File: src/core/rsq_pkg.sv
// Package for the reset status and release sequencer.
// Assumes one 125 MHz clock; shared constants are named here once.
package rsq_pkg;
   // Register map (byte addresses on classic Wishbone)
   localparam logic [3:0] ADDR_CAUSE = 4'h0;
   localparam logic [3:0] ADDR_OSC = 4'h4;
   localparam logic [3:0] ADDR_STAT = 4'h8;
   // Cause register bit positions
   localparam int B_TRAP = 15;
   localparam int B_BADOP = 14;
   localparam int B_SWBOR = 13;
   localparam int B_RETEN = 12;
   localparam int B_CFGMM = 9;
   localparam int B_PMSLP = 8;
   localparam int B_PIN = 7;
   localparam int B_INSTR = 6;
   localparam int B_SWDT = 5;
   localparam int B_WATCHDOG_EXPIRY_FLAG = 4;
   localparam int B_SLEEP = 3;
   localparam int B_IDLE = 2;
   localparam int B_BOR = 1;
   localparam int B_POR = 0;
   // Implemented bits (11:10 read as zero)
   localparam logic [15:0] CAUSE_MASK = 16'hF3FF;
   localparam logic [15:0] CAUSE_POR_VAL = 16'h0003;
   // Oscillator register: current oscillator field at 14:12
   localparam int OSC_LSB = 12;
   // Oscillator source codes
   localparam logic [2:0] OSC_FRC = 3'h0;
   localparam logic [2:0] OSC_FRCPLL = 3'h1;
   localparam logic [2:0] OSC_PRI = 3'h2;
   localparam logic [2:0] OSC_PRIPLL = 3'h3;
   localparam logic [2:0] OSC_SOSC = 3'h4;
   localparam logic [2:0] OSC_INTERNAL_LOW_POWER_RC = 3'h5;
   localparam logic [2:0] OSC_EC = 3'h6;
   localparam logic [2:0] OSC_ECPLL = 3'h7;
   // Timing
   localparam int CLK_MHZ = 125;
   localparam int POWER_UP_TIMER_MS = 64;
   localparam int POWER_UP_TIMER_CYC = POWER_UP_TIMER_MS * CLK_MHZ * 1000;
   localparam int POR_US = 2;
   localparam int POR_CYC = POR_US * CLK_MHZ;
   localparam int RC_US = 15;
   localparam int RC_CYC = RC_US * CLK_MHZ;
   localparam int LOCK_US = 128;
   localparam int LOCK_CYC = LOCK_US * CLK_MHZ;
   localparam int OST_PERIODS = 1024;
   localparam int OST_W = 10;
   // Sequencer states
   typedef enum logic [2:0] {
      ST_HOLD = 3'b001,
      ST_WAIT = 3'b010,
      ST_RUN = 3'b100
   } rsq_state_t;
endpackage

File: src/core/rsq_sequencer.sv
// Reset status flags, clock source choice and reset release timing.
// Assumes reset sources and oscillator ticks are synchronous pulses or
// levels already on sys_clk, except the pin reset which is synchronised.
`timescale 1ns/10ps
module rsq_sequencer #(
   parameter int POR_CYCLES = rsq_pkg::POR_CYC,
   parameter int POWER_UP_TIMER_CYCLES = rsq_pkg::POWER_UP_TIMER_CYC,
   parameter int RC_CYCLES = rsq_pkg::RC_CYC,
   parameter int LOCK_CYCLES = rsq_pkg::LOCK_CYC
) (
   // Clock and power-on reset
   input wire logic sys_clk,
   input wire logic nrst,
   // Wishbone slave
   input wire logic wb_cyc_i,
   input wire logic wb_stb_i,
   input wire logic wb_we_i,
   input wire logic [3:0] wb_adr_i,
   input wire logic [3:0] wb_sel_i,
   input wire logic [31:0] wb_dat_i,
   output logic [31:0] wb_dat_o,
   output logic wb_ack_o,
   // Reset sources and power-save events
   input wire logic master_clear_pin_n,
   input wire logic brown_out_evt,
   input wire logic instr_reset_evt,
   input wire logic watchdog_expiry_evt,
   input wire logic trap_conflict_evt,
   input wire logic bad_opcode_evt,
   input wire logic config_mismatch_evt,
   input wire logic power_save_instruction_sleep_evt,
   input wire logic power_save_instruction_idle_evt,
   // Configuration word bits
   input wire logic [2:0] configured_oscillator_select,
   input wire logic clock_switch_en,
   input wire logic power_up_timer_en,
   input wire logic two_speed_en,
   input wire logic fail_safe_en,
   input wire logic [1:0] watchdog_config_enable,
   // Oscillator subsystem
   input wire logic osc_tick,
   input wire logic pll_locked,
   input wire logic clock_present,
   // Outputs to system
   output logic system_reset_signal,
   output logic cpu_run,
   output logic watchdog_on,
   output logic [2:0] active_osc,
   output logic fail_safe_trap
);
   localparam int CW = 24;
   localparam int OST_CNT_W = rsq_pkg::OST_W + 1;

   function automatic logic [CW-1:0] cyc(input int n);
      cyc = CW'((n < 1) ? 1 : n);
   endfunction

   // Pin reset through three flops; acts once the last two agree
   logic [2:0] pin_sync_reg;
   logic pin_level_reg;
   always_ff @(posedge sys_clk or negedge nrst) begin
      if (!nrst) begin
         pin_sync_reg <= 3'h7;
         pin_level_reg <= 1'b1;
      end else begin
         pin_sync_reg <= {pin_sync_reg[1:0], master_clear_pin_n};
         if (pin_sync_reg[2] == pin_sync_reg[1]) begin
            pin_level_reg <= pin_sync_reg[2];
         end
      end
   end
   wire pin_evt = !pin_level_reg;

   // Power-on is modelled by nrst: first cycle after release
   logic por_seen_reg;
   always_ff @(posedge sys_clk or negedge nrst) begin
      if (!nrst) begin
         por_seen_reg <= 1'b0;
      end else begin
         por_seen_reg <= 1'b1;
      end
   end
   wire por_evt = !por_seen_reg;

   wire other_evt = pin_evt | instr_reset_evt | watchdog_expiry_evt |
      trap_conflict_evt | bad_opcode_evt | config_mismatch_evt;
   wire any_evt = por_evt | brown_out_evt | other_evt;

   // Bus decode
   wire wb_req = wb_cyc_i & wb_stb_i & !wb_ack_o;
   wire sel_cause = (wb_adr_i == rsq_pkg::ADDR_CAUSE);
   wire sel_osc = (wb_adr_i == rsq_pkg::ADDR_OSC);
   wire sel_stat = (wb_adr_i == rsq_pkg::ADDR_STAT);
   wire wr_cause = wb_req & wb_we_i & sel_cause;
   wire [15:0] be = {{8{wb_sel_i[1]}}, {8{wb_sel_i[0]}}};

   // Cause flags
   logic [15:0] cause_reg;
   logic [15:0] hw_set;
   logic [15:0] hw_clr;
   logic [15:0] sw_val;
   logic [15:0] cause_next;
   always_comb begin
      hw_set = 16'h0000;
      hw_set[rsq_pkg::B_TRAP] = trap_conflict_evt;
      hw_set[rsq_pkg::B_BADOP] = bad_opcode_evt;
      hw_set[rsq_pkg::B_CFGMM] = config_mismatch_evt;
      hw_set[rsq_pkg::B_PIN] = pin_evt;
      hw_set[rsq_pkg::B_INSTR] = instr_reset_evt;
      hw_set[rsq_pkg::B_WATCHDOG_EXPIRY_FLAG] = watchdog_expiry_evt;
      hw_set[rsq_pkg::B_SLEEP] = power_save_instruction_sleep_evt;
      hw_set[rsq_pkg::B_IDLE] = power_save_instruction_idle_evt;
      hw_set[rsq_pkg::B_BOR] = brown_out_evt | por_evt;
      hw_set[rsq_pkg::B_POR] = por_evt;
      hw_clr = 16'h0000;
      hw_clr[rsq_pkg::B_WATCHDOG_EXPIRY_FLAG] = power_save_instruction_sleep_evt | power_save_instruction_idle_evt;
      // Software write lands first; hardware set wins over any clear
      sw_val = wr_cause ? ((cause_reg & ~be) | (wb_dat_i[15:0] & be))
                        : cause_reg;
      cause_next = ((sw_val & ~hw_clr) | hw_set) & rsq_pkg::CAUSE_MASK;
      if (por_evt) begin
         cause_next = rsq_pkg::CAUSE_POR_VAL;
      end
   end
   // Flags move one cycle after the event raises reset
   always_ff @(posedge sys_clk or negedge nrst) begin
      if (!nrst) begin
         cause_reg <= rsq_pkg::CAUSE_POR_VAL;
      end else begin
         cause_reg <= cause_next;
      end
   end

   assign watchdog_on = (watchdog_config_enable == 2'h3) |
      cause_reg[rsq_pkg::B_SWDT];

   // Sequencer
   rsq_pkg::rsq_state_t state_reg;
   logic [CW-1:0] hold_cnt_reg;
   logic [CW-1:0] clk_cnt_reg;
   logic [OST_CNT_W-1:0] ost_cnt_reg;
   logic [2:0] cur_osc_reg;
   logic src_pll_q;
   logic por_kind_reg;
   logic bor_kind_reg;
   logic fail_safe_clock_monitor_reg;

   wire [CW-1:0] power_up_timer_len = power_up_timer_en ? cyc(POWER_UP_TIMER_CYCLES)
                                              : CW'(0);
   wire [CW-1:0] hold_len = por_evt ? CW'(cyc(POR_CYCLES) + power_up_timer_len) :
      brown_out_evt ? power_up_timer_len : CW'(0);
   wire cfg_load = !clock_switch_en | por_evt | brown_out_evt;
   wire [2:0] sel_osc_src = two_speed_en ? rsq_pkg::OSC_FRC :
      (cfg_load ? configured_oscillator_select : cur_osc_reg);
   wire src_pll = (sel_osc_src == rsq_pkg::OSC_FRCPLL) |
      (sel_osc_src == rsq_pkg::OSC_PRIPLL) |
      (sel_osc_src == rsq_pkg::OSC_ECPLL);
   wire src_rc = (sel_osc_src == rsq_pkg::OSC_FRC) |
      (sel_osc_src == rsq_pkg::OSC_FRCPLL) |
      (sel_osc_src == rsq_pkg::OSC_INTERNAL_LOW_POWER_RC);
   wire src_xtal = (sel_osc_src == rsq_pkg::OSC_PRI) |
      (sel_osc_src == rsq_pkg::OSC_PRIPLL) |
      (sel_osc_src == rsq_pkg::OSC_SOSC);
   // Only POR and BOR restart the oscillator; others add no clock delay
   wire osc_restart = por_evt | brown_out_evt;
   wire [CW-1:0] clk_len = !osc_restart ? CW'(0) :
      CW'((src_rc ? cyc(RC_CYCLES) : CW'(0)) +
      (src_pll ? cyc(LOCK_CYCLES) : CW'(0)));
   wire ost_need = osc_restart & src_xtal;

   wire hold_done = (hold_cnt_reg == CW'(0));
   wire clk_done = (clk_cnt_reg == CW'(0)) &&
      (ost_cnt_reg == OST_CNT_W'(0)) &&
      (!src_pll_q || pll_locked);

   always_ff @(posedge sys_clk or negedge nrst) begin
      if (!nrst) begin
         state_reg <= rsq_pkg::ST_HOLD;
         hold_cnt_reg <= {CW{1'b1}};
         clk_cnt_reg <= {CW{1'b1}};
         ost_cnt_reg <= {OST_CNT_W{1'b1}};
         cur_osc_reg <= 3'h0;
         src_pll_q <= 1'b0;
      end else if (any_evt) begin
         state_reg <= rsq_pkg::ST_HOLD;
         hold_cnt_reg <= hold_len;
         // Clock wait starts with the hold, not after it
         clk_cnt_reg <= clk_len;
         ost_cnt_reg <= ost_need ? OST_CNT_W'(rsq_pkg::OST_PERIODS)
                                 : OST_CNT_W'(0);
         cur_osc_reg <= sel_osc_src;
         src_pll_q <= osc_restart & src_pll;
      end else begin
         if (!hold_done) begin
            hold_cnt_reg <= hold_cnt_reg - CW'(1);
         end
         if (clk_cnt_reg != CW'(0)) begin
            clk_cnt_reg <= clk_cnt_reg - CW'(1);
         end
         if (osc_tick && ost_cnt_reg != OST_CNT_W'(0)) begin
            ost_cnt_reg <= ost_cnt_reg - OST_CNT_W'(1);
         end
         if (fail_safe_trap) begin
            cur_osc_reg <= rsq_pkg::OSC_FRC;
         end
         unique case (state_reg)
            rsq_pkg::ST_HOLD: begin
               if (hold_done) begin
                  state_reg <= rsq_pkg::ST_WAIT;
               end
            end
            rsq_pkg::ST_WAIT: begin
               if (clk_done) begin
                  state_reg <= rsq_pkg::ST_RUN;
               end
            end
            rsq_pkg::ST_RUN: begin
               state_reg <= rsq_pkg::ST_RUN;
            end
            default: begin
               state_reg <= rsq_pkg::ST_HOLD;
            end
         endcase
      end
   end

   assign system_reset_signal = any_evt | (state_reg == rsq_pkg::ST_HOLD);
   assign cpu_run = (state_reg == rsq_pkg::ST_RUN);
   assign active_osc = cur_osc_reg;

   // Fail-safe monitor: checks once at release, then keeps watching
   always_ff @(posedge sys_clk or negedge nrst) begin
      if (!nrst) begin
         fail_safe_clock_monitor_reg <= 1'b0;
         fail_safe_trap <= 1'b0;
      end else begin
         fail_safe_trap <= 1'b0;
         if (system_reset_signal) begin
            fail_safe_clock_monitor_reg <= 1'b0;
         end else if (fail_safe_en) begin
            fail_safe_clock_monitor_reg <= 1'b1;
            if (!clock_present && cur_osc_reg != rsq_pkg::OSC_FRC) begin
               fail_safe_trap <= 1'b1;
            end
         end
      end
   end

   // Read mux and single-wait ack
   wire [31:0] rd_data = sel_cause ? {16'h0000, cause_reg} :
      sel_osc ? {17'h00000, cur_osc_reg, 12'h000} :
      sel_stat ? {27'h0000000, fail_safe_clock_monitor_reg, hold_done, clk_done,
                  cpu_run, system_reset_signal} : 32'h00000000;
   always_ff @(posedge sys_clk or negedge nrst) begin
      if (!nrst) begin
         wb_ack_o <= 1'b0;
         wb_dat_o <= 32'h00000000;
      end else begin
         wb_ack_o <= wb_req;
         wb_dat_o <= rd_data;
      end
   end

   a_wdt_forced: assert property (@(posedge sys_clk) disable iff (!nrst)
      watchdog_config_enable == 2'h3 |-> watchdog_on)
      else $error("watchdog not forced on");
   a_por_flags: assert property (@(posedge sys_clk) disable iff (!nrst)
      por_evt |=> cause_reg == rsq_pkg::CAUSE_POR_VAL)
      else $error("power-on flags wrong");
   a_pin_flag: assert property (@(posedge sys_clk) disable iff (!nrst)
      pin_evt |=> cause_reg[rsq_pkg::B_PIN])
      else $error("pin flag not set");
   a_watchdog_expiry_flag_clear: assert property (@(posedge sys_clk) disable iff (!nrst)
      power_save_instruction_idle_evt && !watchdog_expiry_evt && !por_evt
      |=> !cause_reg[rsq_pkg::B_WATCHDOG_EXPIRY_FLAG] && cause_reg[rsq_pkg::B_IDLE])
      else $error("power-save flag handling wrong");
   a_bor_flag: assert property (@(posedge sys_clk) disable iff (!nrst)
      brown_out_evt |=> cause_reg[rsq_pkg::B_BOR])
      else $error("brown-out flag not set");
   a_reset_src: assert property (@(posedge sys_clk) disable iff (!nrst)
      (instr_reset_evt || trap_conflict_evt) |-> system_reset_signal)
      else $error("reset not asserted");
   a_run_gate: assert property (@(posedge sys_clk) disable iff (!nrst)
      cpu_run |-> !system_reset_signal || any_evt)
      else $error("cpu running under reset");
   a_sleep_flag: assert property (@(posedge sys_clk) disable iff (!nrst)
      power_save_instruction_sleep_evt |=> cause_reg[rsq_pkg::B_SLEEP])
      else $error("sleep flag not set");
endmodule

File: config.mk
export PLATFORM = sky130hd
export DESIGN_NAME = rsq_sequencer
export DESIGN_NICKNAME = d
export VERILOG_FILES = /design/src/core/rsq_pkg.sv /design/src/core/rsq_sequencer.sv
export SDC_FILE = /design/constraint.sdc
export NUM_CORES = 1
export LEC_CHECK = 0
export BUFFER_PORTS_ARGS = -buffer_cell sky130_fd_sc_hd__buf_2
export CORE_UTILIZATION = 60
export DETAILED_ROUTE_END_ITERATION = 8
export PLACE_DENSITY = 0.86
export RECOVER_POWER = 100
export SYNTH_ARGS = -nofsm -noshare
export SYNTH_HDL_FRONTEND = slang
export SYNTH_SLANG_ARGS = --single-unit
File: constraint.sdc
create_clock -name sys_clk -period 7.4 [get_ports sys_clk]
set_clock_uncertainty 0.15 [all_clocks]
set_input_delay 0.74 -clock sys_clk [delete_from_list [all_inputs] [get_ports sys_clk]]
set_output_delay 0.74 -clock sys_clk [all_outputs]
set_load 0.02 [all_outputs]
-- Word-level counts from Yosys, hierarchy flattened
Index checks and enable logic that the tools add are counted.
- flip-flop bits (word level): 106
- input port bits: 66
- output and inout port bits: 40
- logic and storage cells: 121
- add/sub/neg operators: 5
- equality and inequality tests: 16
- multiplexer cells: 31
- bitwise operators: 31
- reductions and logical operators: 24
- operator list (kind ; count):
    2-to-1 mux 24 bit ; 5
    AND 16 bit ; 3
    logical NOT 24 bit ; 2
    2-to-1 mux 16 bit ; 3
    subtractor 24 x 1 -> 24 bit (second input constant) ; 2
    2-to-1 mux 23 bit ; 2
    2-to-1 mux 11 bit ; 4
    bitwise OR 16 bit ; 2
    2-to-1 mux 15 bit ; 2
    adder 8 x 23 -> 24 bit (first input constant) ; 1
    nonzero test 24 bit ; 1
    2-to-1 mux 3 bit ; 7
    bitwise OR 1 bit ; 18
    NOT 16 bit ; 1
    NOT 5 -> 16 bit ; 1
    adder 11 x 14 -> 15 bit ; 1
    2-to-1 mux 14 bit ; 1
    equality test 3 bit (second input constant) ; 4
    logical NOT 11 bit ; 1
    nonzero test 11 bit ; 1
    subtractor 11 x 1 -> 11 bit (second input constant) ; 1
    equality test 3 x 2 -> 1 bit (second input constant) ; 3
    case mux 3 bit (3 select lines) ; 1
    nonzero test 2 bit ; 4
    17 further kinds ; 36

-- Depth between registers and ports, before layout
Gate-level depths: netlist (run 1).
- depth after elaboration: 12
- depth in mapped cells: 10
- gate-level depth less buffers: 9

-- Worst setup path before layout (run 1)
No wires, ideal clock.
- kind: register to register
- start: register hold_cnt_reg[0]
- end: register hold_cnt_reg[18]
- library setup time: 0.061 ns
- arrival time: 2.571 ns
- data required time: 7.189 ns
- setup slack: 4.618 ns
- cell stages (with the launch flop): 9
- path buffers: 1
- clock period less this slack: 2.782 ns
- cell sequence: dfstp_2 > inv_1 > ha_1 > or4b_1 > or4b_4 > buf_6 > or3_4 > or4_1 > nand2_1
- longest elaborated chain between the ends: 3
- elaborated cells on any way between the ends: 5
- those cells by class: 1 x add/sub; 1 x eq/ne; 2 x mux; 1 x reduce/logical
- ends and longest elaborated chain (what ; line ; RTL):
    start: declaration ; rsq_sequencer.sv:139 ; logic [CW-1:0] hold_cnt_reg;
    start signal: assignment ; rsq_sequencer.sv:179 ; hold_cnt_reg <= {CW{1'b1}};
    start signal: assignment ; rsq_sequencer.sv:186 ; hold_cnt_reg <= hold_len;
    start signal: assignment ; rsq_sequencer.sv:195 ; hold_cnt_reg <= hold_cnt_reg - CW'(1);
    subtractor 24 x 1 -> 24 bit ; rsq_sequencer.sv:195 ;
    2-to-1 mux 24 bit ; rsq_sequencer.sv:194 ; if (!hold_done) begin
    2-to-1 mux 24 bit ; rsq_sequencer.sv:184 ; end else if (any_evt) begin
Several ways; a longest one is shown, not always the timed one. The select of a mux whose other input is x is not followed.
A chain may end at the register's enable or synchronous reset.

-- Final worst setup path (run 1)
- start: register por_seen_reg
- end: output system_reset_signal
- longest elaborated chain between the ends: 4
- ends and longest elaborated chain (what ; line ; RTL):
    start: declaration ; rsq_sequencer.sv:75 ; logic por_seen_reg;
    start signal: assignment ; rsq_sequencer.sv:78 ; por_seen_reg <= 1'b0;
    start signal: assignment ; rsq_sequencer.sv:80 ; por_seen_reg <= 1'b1;
    logical NOT 1 bit ; rsq_sequencer.sv:83 ; wire por_evt = !por_seen_reg;
    bitwise OR 1 bit (2 in series) ; rsq_sequencer.sv:87 ; wire any_evt = por_evt | brown_out_evt | other_evt;
    bitwise OR 1 bit ; rsq_sequencer.sv:227 ; assign system_reset_signal = any_evt | (state_reg == rsq_pkg::ST_HOLD);
    end: declaration ; rsq_sequencer.sv:45 ; output logic system_reset_signal,
Every way passes these cells.

==> flow_summary.rst, run 1 <==
.. list-table::
   :header-rows: 1

   * - Metric
     - Value
   * - Critical path launch point
     - por_seen_reg
   * - RR Endpoint
     - hold_cnt_reg[20]
   * - Later-pin clock latency in the skew report
     - around 0.37 ns
   * - HP Class
     - reg -> reg
   * - Detailed Routing Iterations Pass 1
     - 4
   * - Unrepaired setup endpoints after global routing
     - false
   * - Reg-to-reg startpoint
     - por_seen_reg
   * - Crit path kind
     - reg -> out
   * - Power density of the placed cells
     - 187 nW/µm²
   * - Placer Congestion
     - about 0.85
   * - Share of the core filled with cells
     - 0.698
   * - Worst setup timing slack at the placement stage
     - roughly 4.2 ns
   * - Final routed wirelength across all metal layers
     - around 11,000 µm
   * - Cell count of the worst reg-to-reg path
     - 5
   * - Most numerous cell in the Yosys netlist
     - sky130_fd_sc_hd__nor2_1
   * - Clock tree from TritonCTS
     - built
   * - Data arrival, critical path
     - about 3.7 ns
   * - Switching share of power
     - 0.274
   * - Crit path launch type
     - flop
   * - Number of I/O pins
     - 106
   * - Area of all placed cells without fillers
     - roughly 5800 µm²
   * - Cell accounting for the most synthesized area
     - sky130_fd_sc_hd__dfstp_2
   * - Inserted Diodes
     - 0
   * - Period minus WS final
     - about 4.6 ns
   * - Leakage power of the design
     - roughly 2.4 nW
   * - Buffer cell driving the clock tree root
     - sky130_fd_sc_hd__clkbuf_8
   * - Cell count after synthesis
     - roughly 550
   * - Chip Width
     - a little under 100 µm
   * - Num CTS Buffers
     - 9
   * - Maximum fanout along the worst path
     - 30
   * - Antenna Nets Post-Route
     - 0
   * - Total congestion overflow after global routing
     - 0
   * - Ratio of cells with drive above 1 in the final layout
     - 0.211
   * - Fmax
     - roughly 220 MHz
   * - Pins Over Slew Limit
     - 83
   * - Total DRC errors in the routed layout
     - 0
   * - Fraction of registers with async set or reset after synthesis
     - 1.00
   * - Maximum number of pins on one net before global-route repair
     - 63
   * - Flip-flop cell with the highest count after synthesis
     - sky130_fd_sc_hd__dfstp_2
   * - Post-placement cell area
     - approximately 5700 µm²
   * - Worst reg2reg setup slack
     - 3.67 ns
   * - Count of final hold-check violations
     - 0
   * - Total half-perimeter wirelength after legalization and detailed placement
     - between 7000 and 8000 µm
   * - Period utilisation layout
     - 0.619
   * - Yosys warning total
     - 0
   * - H-tree level count
     - 3
   * - Worst Hold Margin
     - 0.225 ns
   * - Setup Fix Bufs, Post-CTS
     - 0
   * - Final sum of negative setup slack
     - 0 ns
   * - Area growth syn-to-layout
     - 9.95%
   * - Sequential element share of the synthesized area
     - 0.495
   * - Capturing element type of the critical path
     - output pin
   * - Clock input transition at the sequential cells of the worst setup and hold paths
     - 0.11 ns
   * - Total setup violations reported at the end of the flow
     - 0
   * - Core Region
     - around 8400 µm²
   * - Via total after detailed routing
     - about 4,200
   * - Initial antenna violation count
     - 0
   * - Detail-routed via count per cell
     - 5.84
   * - Mean instance size in the synthesized netlist
     - approximately 9.6 µm²
   * - Cells resized by post-CTS repair
     - 0
   * - Area enclosed by the die boundary
     - approximately 9200 µm²
   * - Worst VDD drop
     - 143 µV
   * - Switching power
     - approximately 0.3 mW
   * - Clock group share of total power
     - 0.345
   * - # hold bufs at CTS
     - 0
   * - Smallest setup slack after layout
     - around 2.8 ns
   * - Sequential fraction of design power
     - 0.550
   * - Number of max-cap violations
     - 2
   * - Iteration-0 DRC Markers
     - about 190
   * - Most area-consuming cells after synthesis
     - sky130_fd_sc_hd__dfstp_2 33%, sky130_fd_sc_hd__dfrtp_1 17%, sky130_fd_sc_hd__nor2_1 6.0%
   * - Most common library cells after synthesis
     - 85 x sky130_fd_sc_hd__nor2_1, 66 x sky130_fd_sc_hd__dfstp_2, 53 x sky130_fd_sc_hd__nand2_1
   * - Via count of the first global-routing pass
     - 4,132
   * - Required time at the worst-slack endpoint
     - 6.51 ns
   * - Final cell count without fillers
     - 727
   * - Actual transition at the worst max-transition pin
     - 2.14 ns
   * - Row count
     - 33
   * - Status
     - finished, violations left
   * - Port Buffers
     - 67
   * - Total power after layout
     - roughly 1.1 mW
   * - Post-Place Cells
     - approximately 710
   * - Area share of the leading cell type in the synthesized netlist
     - 0.326
   * - Cell-internal power
     - 0.792 mW
   * - Fraction of power consumed by combinational cells
     - 0.104
   * - Failing checks
     - max-capacitance violations, max-slew violations
   * - Number of flops mapped to enable cells by yosys
     - 0
   * - Clock Tree Buf Depth
     - 2
   * - Global-route wire length before repair
     - 18,800 µm
   * - Drt wl/cell
     - between 15 and 20 µm
   * - # clock sinks
     - roughly 100
   * - Syn Std Cell Area
     - between 5000 and 6000 µm²
   * - Headroom to the max-slew limit
     - -0.427
   * - Unique cell type count in the Yosys netlist
     - between 50 and 60
   * - Total Nets Final
     - 690
   * - Initial cell density of the core
     - 0.635
   * - Last element of the critical path
     - system_reset_signal
   * - Die span in y
     - roughly 96 µm
   * - Number of filler instances in the final layout
     - around 640
   * - Overall routing resource usage
     - 0.267
   * - Post-synthesis sequential element count
     - between 100 and 150
-- routing by layer --
metal / global-route usage / part of all wire / up-vias
met3: 0.0498 / 0.054 / 27
met4: 0.106 / 0.021 / 0
met2: 0.452 / 0.51 / 136
met1: 0.340 / 0.42 / 2047
li1: - / - / 2036
met5: 0 / 0 / -
-- how the worst min path moves through the flow --
stage / from / endpoint / slack (ns) / depth (start not counted)
global route: pin_sync_reg[0] / pin_sync_reg[1] / 0.23 / 0
global placement: pin_sync_reg[0] / pin_sync_reg[1] / 0.20 / 0
detailed placement: pin_sync_reg[0] / pin_sync_reg[1] / 0.20 / 0
floorplan: pin_sync_reg[0] / pin_sync_reg[1] / 0.20 / 0
finish: pin_sync_reg[0] / pin_sync_reg[1] / 0.22 / 0
CTS: nrst / src_pll_q / 0.20 / 1
-- cell families (layout without fill, tap and decap cells) --
logic type	after synthesis	in the layout	synth area share
compound gates	86	86	0.107
buf+inv	50	101	0.0494
xor+xnor	44	44	0.0725
fa+ha+maj	8	8	0.0183
simple gates	250	250	0.233
other cells	2	19	0.00141
flops	102	102	0.495
mux	12	12	0.0226
-- final cells by class --
cell class,instances,area (µm²),share of cell area
tap,105,131,0.0225
sequential,102,2640,0.451
multi-input combinational,419,2480,0.424
clock inverter,7,97.6,0.0167
inverter,13,48.8,0.00834
clock buffer,9,124,0.0212
timing repair buffer,72,330,0.0565
-- power groups by stage --
| stage | combinational [mW] | sequential [mW] | clock (mW) |
|---|---|---|---|
| 2_1_floorplan | 0.0774 | 0.607 | 0 |
| 3_3_place_gp | 0.109 | 0.608 | 0 |
| 3_5_place_dp | 0.113 | 0.610 | 0 |
| 4_1_cts | 0.115 | 0.601 | 0.389 |
| 5_1_grt | 0.127 | 0.603 | 0.411 |
| 6_report | 0.114 | 0.601 | 0.377 |
-- layout by cell type (no fill, tap or decap), drive strengths merged, types with 6 or more instances in the layout --
cell    Yosys  final
a21boi      6      6
a21oi      24     24
and2        8      8
buf        20     44
clkbuf     17     37
conb        2     19
dfrtp      36     36
dfstp      66     66
ha          7      7
inv        13     17
mux2i      12     12
nand2      53     53
nand3      22     22
nor2       85     85
nor3       15     15
nor4       17     17
o21ai      18     18
o311a       7      7
or4         9      9
xnor2      22     22
xor2       22     22
-- worst max-delay path, stage by stage, from the launching register on --
cell	delay, ns
sky130_fd_sc_hd__dfrtp_1	0.82
sky130_fd_sc_hd__nor2b_1	0.62
sky130_fd_sc_hd__and3_1	0.25
sky130_fd_sc_hd__clkbuf_1	1.07
sky130_fd_sc_hd__nand2_1	0.29
sky130_fd_sc_hd__clkbuf_1	0.26
No activity file was read; power rests on OpenSTA's default activity.
==> inputs of run 2 (changes only) <==
--- a/config.mk
+++ b/config.mk
@@ -5,10 +5,11 @@
 export SDC_FILE = /design/constraint.sdc
 export NUM_CORES = 1
 export LEC_CHECK = 0
+export ABC_AREA = 1
 export BUFFER_PORTS_ARGS = -buffer_cell sky130_fd_sc_hd__buf_2
-export CORE_UTILIZATION = 60
+export CORE_UTILIZATION = 57
 export DETAILED_ROUTE_END_ITERATION = 8
-export PLACE_DENSITY = 0.86
+export PLACE_DENSITY = 0.81
 export RECOVER_POWER = 100
 export SYNTH_ARGS = -nofsm -noshare
 export SYNTH_HDL_FRONTEND = slang
==> constraint.sdc (replaced) <==
create_clock -name sys_clk -period 4.6 [get_ports sys_clk]
set_clock_uncertainty 0.15 [all_clocks]
set_input_delay 0.46 -clock sys_clk [delete_from_list [all_inputs] [get_ports sys_clk]]
set_output_delay 0.46 -clock sys_clk [all_outputs]
set_load 0.02 [all_outputs]
==> run 2 against run 1 <==
The run still ends with max-capacitance violations, max-slew violations left. Global-route usage shrank 0.37 points. Clock-buffer cell count is the same. Non-clock buffer count shrank 1. Cell count grew 38%. First-iteration DRC count grew 47%.
==> flow_summary.rst, run 2 <==
.. list-table::
   :header-rows: 1

   * - Metric
     - Value
   * - Synth Area in Adders
     - 0.0163
   * - Overall routing resource usage
     - 0.264
   * - Flip-flop cell with the highest count after synthesis
     - sky130_fd_sc_hd__dfstp_2
   * - Unrepaired setup endpoints after global routing
     - false
   * - Die span in y
     - 105 µm
   * - Fraction of registers with async set or reset after synthesis
     - 1.00
   * - Num CTS Buffers
     - 9
   * - Syn Std Cell Area
     - about 6000 µm²
   * - Area of all placed cells without fillers
     - between 6000 and 7000 µm²
   * - Mux contribution to synthesized area
     - 0
   * - Total DRC errors in the routed layout
     - 0
   * - Crit path kind
     - reg -> reg
   * - Cell count of the worst reg-to-reg path
     - 6
   * - Final routed wirelength across all metal layers
     - ~13,000 µm
   * - Post-placement cell area
     - roughly 6400 µm²
   * - Maximum fanout along the worst path
     - 50
   * - Status
     - finished, violations left
   * - Main combinational cell family by area after synthesis
     - simple AND/OR/NAND/NOR gates
   * - Placer Congestion
     - between 0.9 and 1
   * - Count of final hold-check violations
     - 0
   * - HP Class
     - in -> async
   * - Initial antenna violation count
     - 0
   * - Top library cells by usage in the layout, fill and taps aside
     - 154 x sky130_fd_sc_hd__nand2_1, 146 x sky130_fd_sc_hd__nor2_1, 111 x sky130_fd_sc_hd__inv_1, 65 x sky130_fd_sc_hd__nand3_1, 63 x sky130_fd_sc_hd__dfstp_2
   * - Chip Width
     - 105 µm
   * - Area enclosed by the die boundary
     - around 11,000 µm²
   * - Area share of the leading cell type in the synthesized netlist
     - 0.289
   * - Detail-routed via count per cell
     - between 5 and 6
   * - Simple-gate share of the synthesized area
     - 0.319
   * - Area growth syn-to-layout
     - 7.67%
   * - Inserted Diodes
     - 0
   * - Post-synthesis sequential element count
     - approximately 100
   * - Buffering stage count on the worst path with inverters included
     - 1
   * - Yosys warning total
     - 0
   * - H-tree level count
     - 3
   * - Worst VDD drop
     - around 170 µV
   * - Ratio of cells with drive above 1 in the final layout
     - 0.169
   * - Period minus WS final
     - between 3 and 4 ns
   * - Number of max-cap violations
     - 2
   * - Failing checks
     - max-capacitance violations, max-slew violations
   * - Core Region
     - a little over 10,000 µm²
   * - Fmax
     - 300 MHz
   * - Cell type group with the largest total delay on the critical path
     - buffers and inverters
   * - Leakage power of the design
     - 3.18 nW
   * - Clock Tree Buf Depth
     - 2
   * - Most numerous cell in the Yosys netlist
     - sky130_fd_sc_hd__nand2_1
   * - Drt wl/cell
     - 13.3 µm
   * - Capturing element type of the critical path
     - flop
   * - Cell count after synthesis
     - slightly below 800
   * - Via count of the first global-routing pass
     - between 5,000 and 6,000
   * - # clock sinks
     - slightly above 100
   * - Clock input transition at the sequential cells of the worst setup and hold paths
     - between 0.1 and 0.15 ns
   * - Number of flops mapped to enable cells by yosys
     - 0
   * - Sequential element share of the synthesized area
     - 0.440
   * - Total Nets Final
     - 934
   * - Cells resized by post-CTS repair
     - 0
   * - Row count
     - 37
   * - Total setup violations reported at the end of the flow
     - 0
   * - Delay contributed by the slowest stage of the critical path
     - between 1 and 1.5 ns
   * - Most common library cells after synthesis
     - 149 x sky130_fd_sc_hd__nand2_1, 141 x sky130_fd_sc_hd__nor2_1, 108 x sky130_fd_sc_hd__inv_1
   * - Headroom to the max-slew limit
     - -0.0803
   * - Cell seen most often among critical-path stages
     - sky130_fd_sc_hd__nand2_1
   * - Setup Fix Bufs, Post-CTS
     - 0
   * - Pins Over Slew Limit
     - 83
   * - Fraction of the mapped netlist area in compound gates
     - 0.0961
   * - Share of the core filled with cells
     - 0.628
   * - Worst path cell trace
     - nand2_1 > nor3_2 > nand2_1 > inv_1 > nand2_1 > o21ai_0
   * - Total congestion overflow after global routing
     - 0
   * - Total half-perimeter wirelength after legalization and detailed placement
     - just under 10,000 µm
   * - Period utilisation layout
     - 0.725
   * - Data arrival, critical path
     - 3.47 ns
   * - Number of I/O pins
     - around 110
   * - XOR/XNOR share of the synthesized area
     - 0.0190
   * - Detailed Routing Iterations Pass 1
     - 5
   * - Clock tree from TritonCTS
     - built
   * - Number of filler instances in the final layout
     - between 900 and 1,000
   * - CP max stage cell
     - sky130_fd_sc_hd__inv_1
   * - Initial cell density of the core
     - 0.583
   * - Antenna Nets Post-Route
     - 0
   * - Port Buffers
     - 67
   * - Later-pin clock latency in the skew report
     - about 0.38 ns
   * - Global-route wire length before repair
     - about 23,000 µm
   * - Total power after layout
     - 1.80 mW
   * - Iteration-0 DRC Markers
     - between 200 and 300
   * - Power density of the placed cells
     - 279 nW/µm²
   * - Maximum number of pins on one net before global-route repair
     - 73
   * - Required time at the worst-slack endpoint
     - between 4 and 5 ns
   * - Unique cell type count in the Yosys netlist
     - 43
   * - Buffer cell driving the clock tree root
     - sky130_fd_sc_hd__clkbuf_8
   * - Most area-consuming cells after synthesis
     - sky130_fd_sc_hd__dfstp_2 29%, sky130_fd_sc_hd__dfrtp_1 15%, sky130_fd_sc_hd__nand2_1 9.3%
   * - Commonest non-fill, non-tap cell in the layout
     - sky130_fd_sc_hd__nand2_1
   * - Cell accounting for the most synthesized area
     - sky130_fd_sc_hd__dfstp_2
   * - Mean instance size in the synthesized netlist
     - 7.56 µm²
   * - Crit path launch type
     - flop
   * - Final sum of negative setup slack
     - 0 ns
   * - # hold bufs at CTS
     - 0
   * - Cell count along the critical path
     - 6
   * - Via total after detailed routing
     - 5,191
   * - Actual transition at the worst max-transition pin
     - approximately 1.6 ns
run 2: cell count changes after synthesis, moves of 17 or more:
| cell | change |
|---|---|
| sky130_fd_sc_hd__a21oi_1 | +21 |
| sky130_fd_sc_hd__nand2_1 | +96 |
| sky130_fd_sc_hd__xnor2_1 | -18 |
| sky130_fd_sc_hd__inv_1 | +95 |
| sky130_fd_sc_hd__clkbuf_1 | -17 |
| sky130_fd_sc_hd__nand3_1 | +41 |
| sky130_fd_sc_hd__nor2_1 | +56 |
run 2: path summary, 6_finish.rpt:
| path | slack, ns | to | start |
|---|---|---|---|
| worst min register to register | 0.22 | pin_sync_reg[1] | pin_sync_reg[0] |
| min in group sys_clk | 0.08 | fail_safe_trap | clock_present |
| worst max register to register | 1.26 | ost_cnt_reg[6] | por_seen_reg |
| worst max-delay path | 1.26 | ost_cnt_reg[6] | por_seen_reg |
| max in group asynchronous | 2.34 | cause_reg[12] | nrst |
| worst min-delay path | 0.05 | src_pll_q | nrst |
run 2: cells by family after synthesis:
group / after synthesis
flops: 102
simple gates: 421
buf+inv: 145
other cells: 2
xor+xnor: 13
fa+ha+maj: 8
compound gates: 101
run 2: per-layer routing:
layer / wire [µm] / track usage / vias up
met4: 261 / 0.0908 / 0
met3: 647 / 0.0489 / 26
met2: 6590 / 0.459 / 152
li1: - / - / 2630
met5: 0 / 0 / -
met1: 5860 / 0.327 / 2383
run 2: stage by stage:
| step | hold WS (ns) | setup WS [ns] | instances |
|---|---|---|---|
| 3_3_place_gp | 0.196 | 1.76 | 985 |
| 5_1_grt | 0.0805 | 0.935 | 1002 |
| 3_5_place_dp | 0.199 | 1.71 | 985 |
| 2_1_floorplan | 0.0144 | 2.75 | 809 |
| 6_report | 0.0498 | 1.26 | 1002 |
| 4_1_cts | 0.00322 | 1.89 | 1001 |
run 2: cell type report:
cell class | instances | area [µm²] | area share
Tap cell | 136 | 170 | 0.0264
Clock buffer | 9 | 124 | 0.0192
Clock inverter | 7 | 92.6 | 0.0144
Inverter | 115 | 433 | 0.0671
Timing Repair Buffer | 71 | 332 | 0.0514
Sequential cell | 102 | 2640 | 0.409
Multi-Input combinational cell | 562 | 2660 | 0.413
run 2: power breakdown:
group	internal (mW)	switching (mW)
sequential	0.940	0.0224
combinational	0.0677	0.156
clock	0.268	0.349
total	1.28	0.527
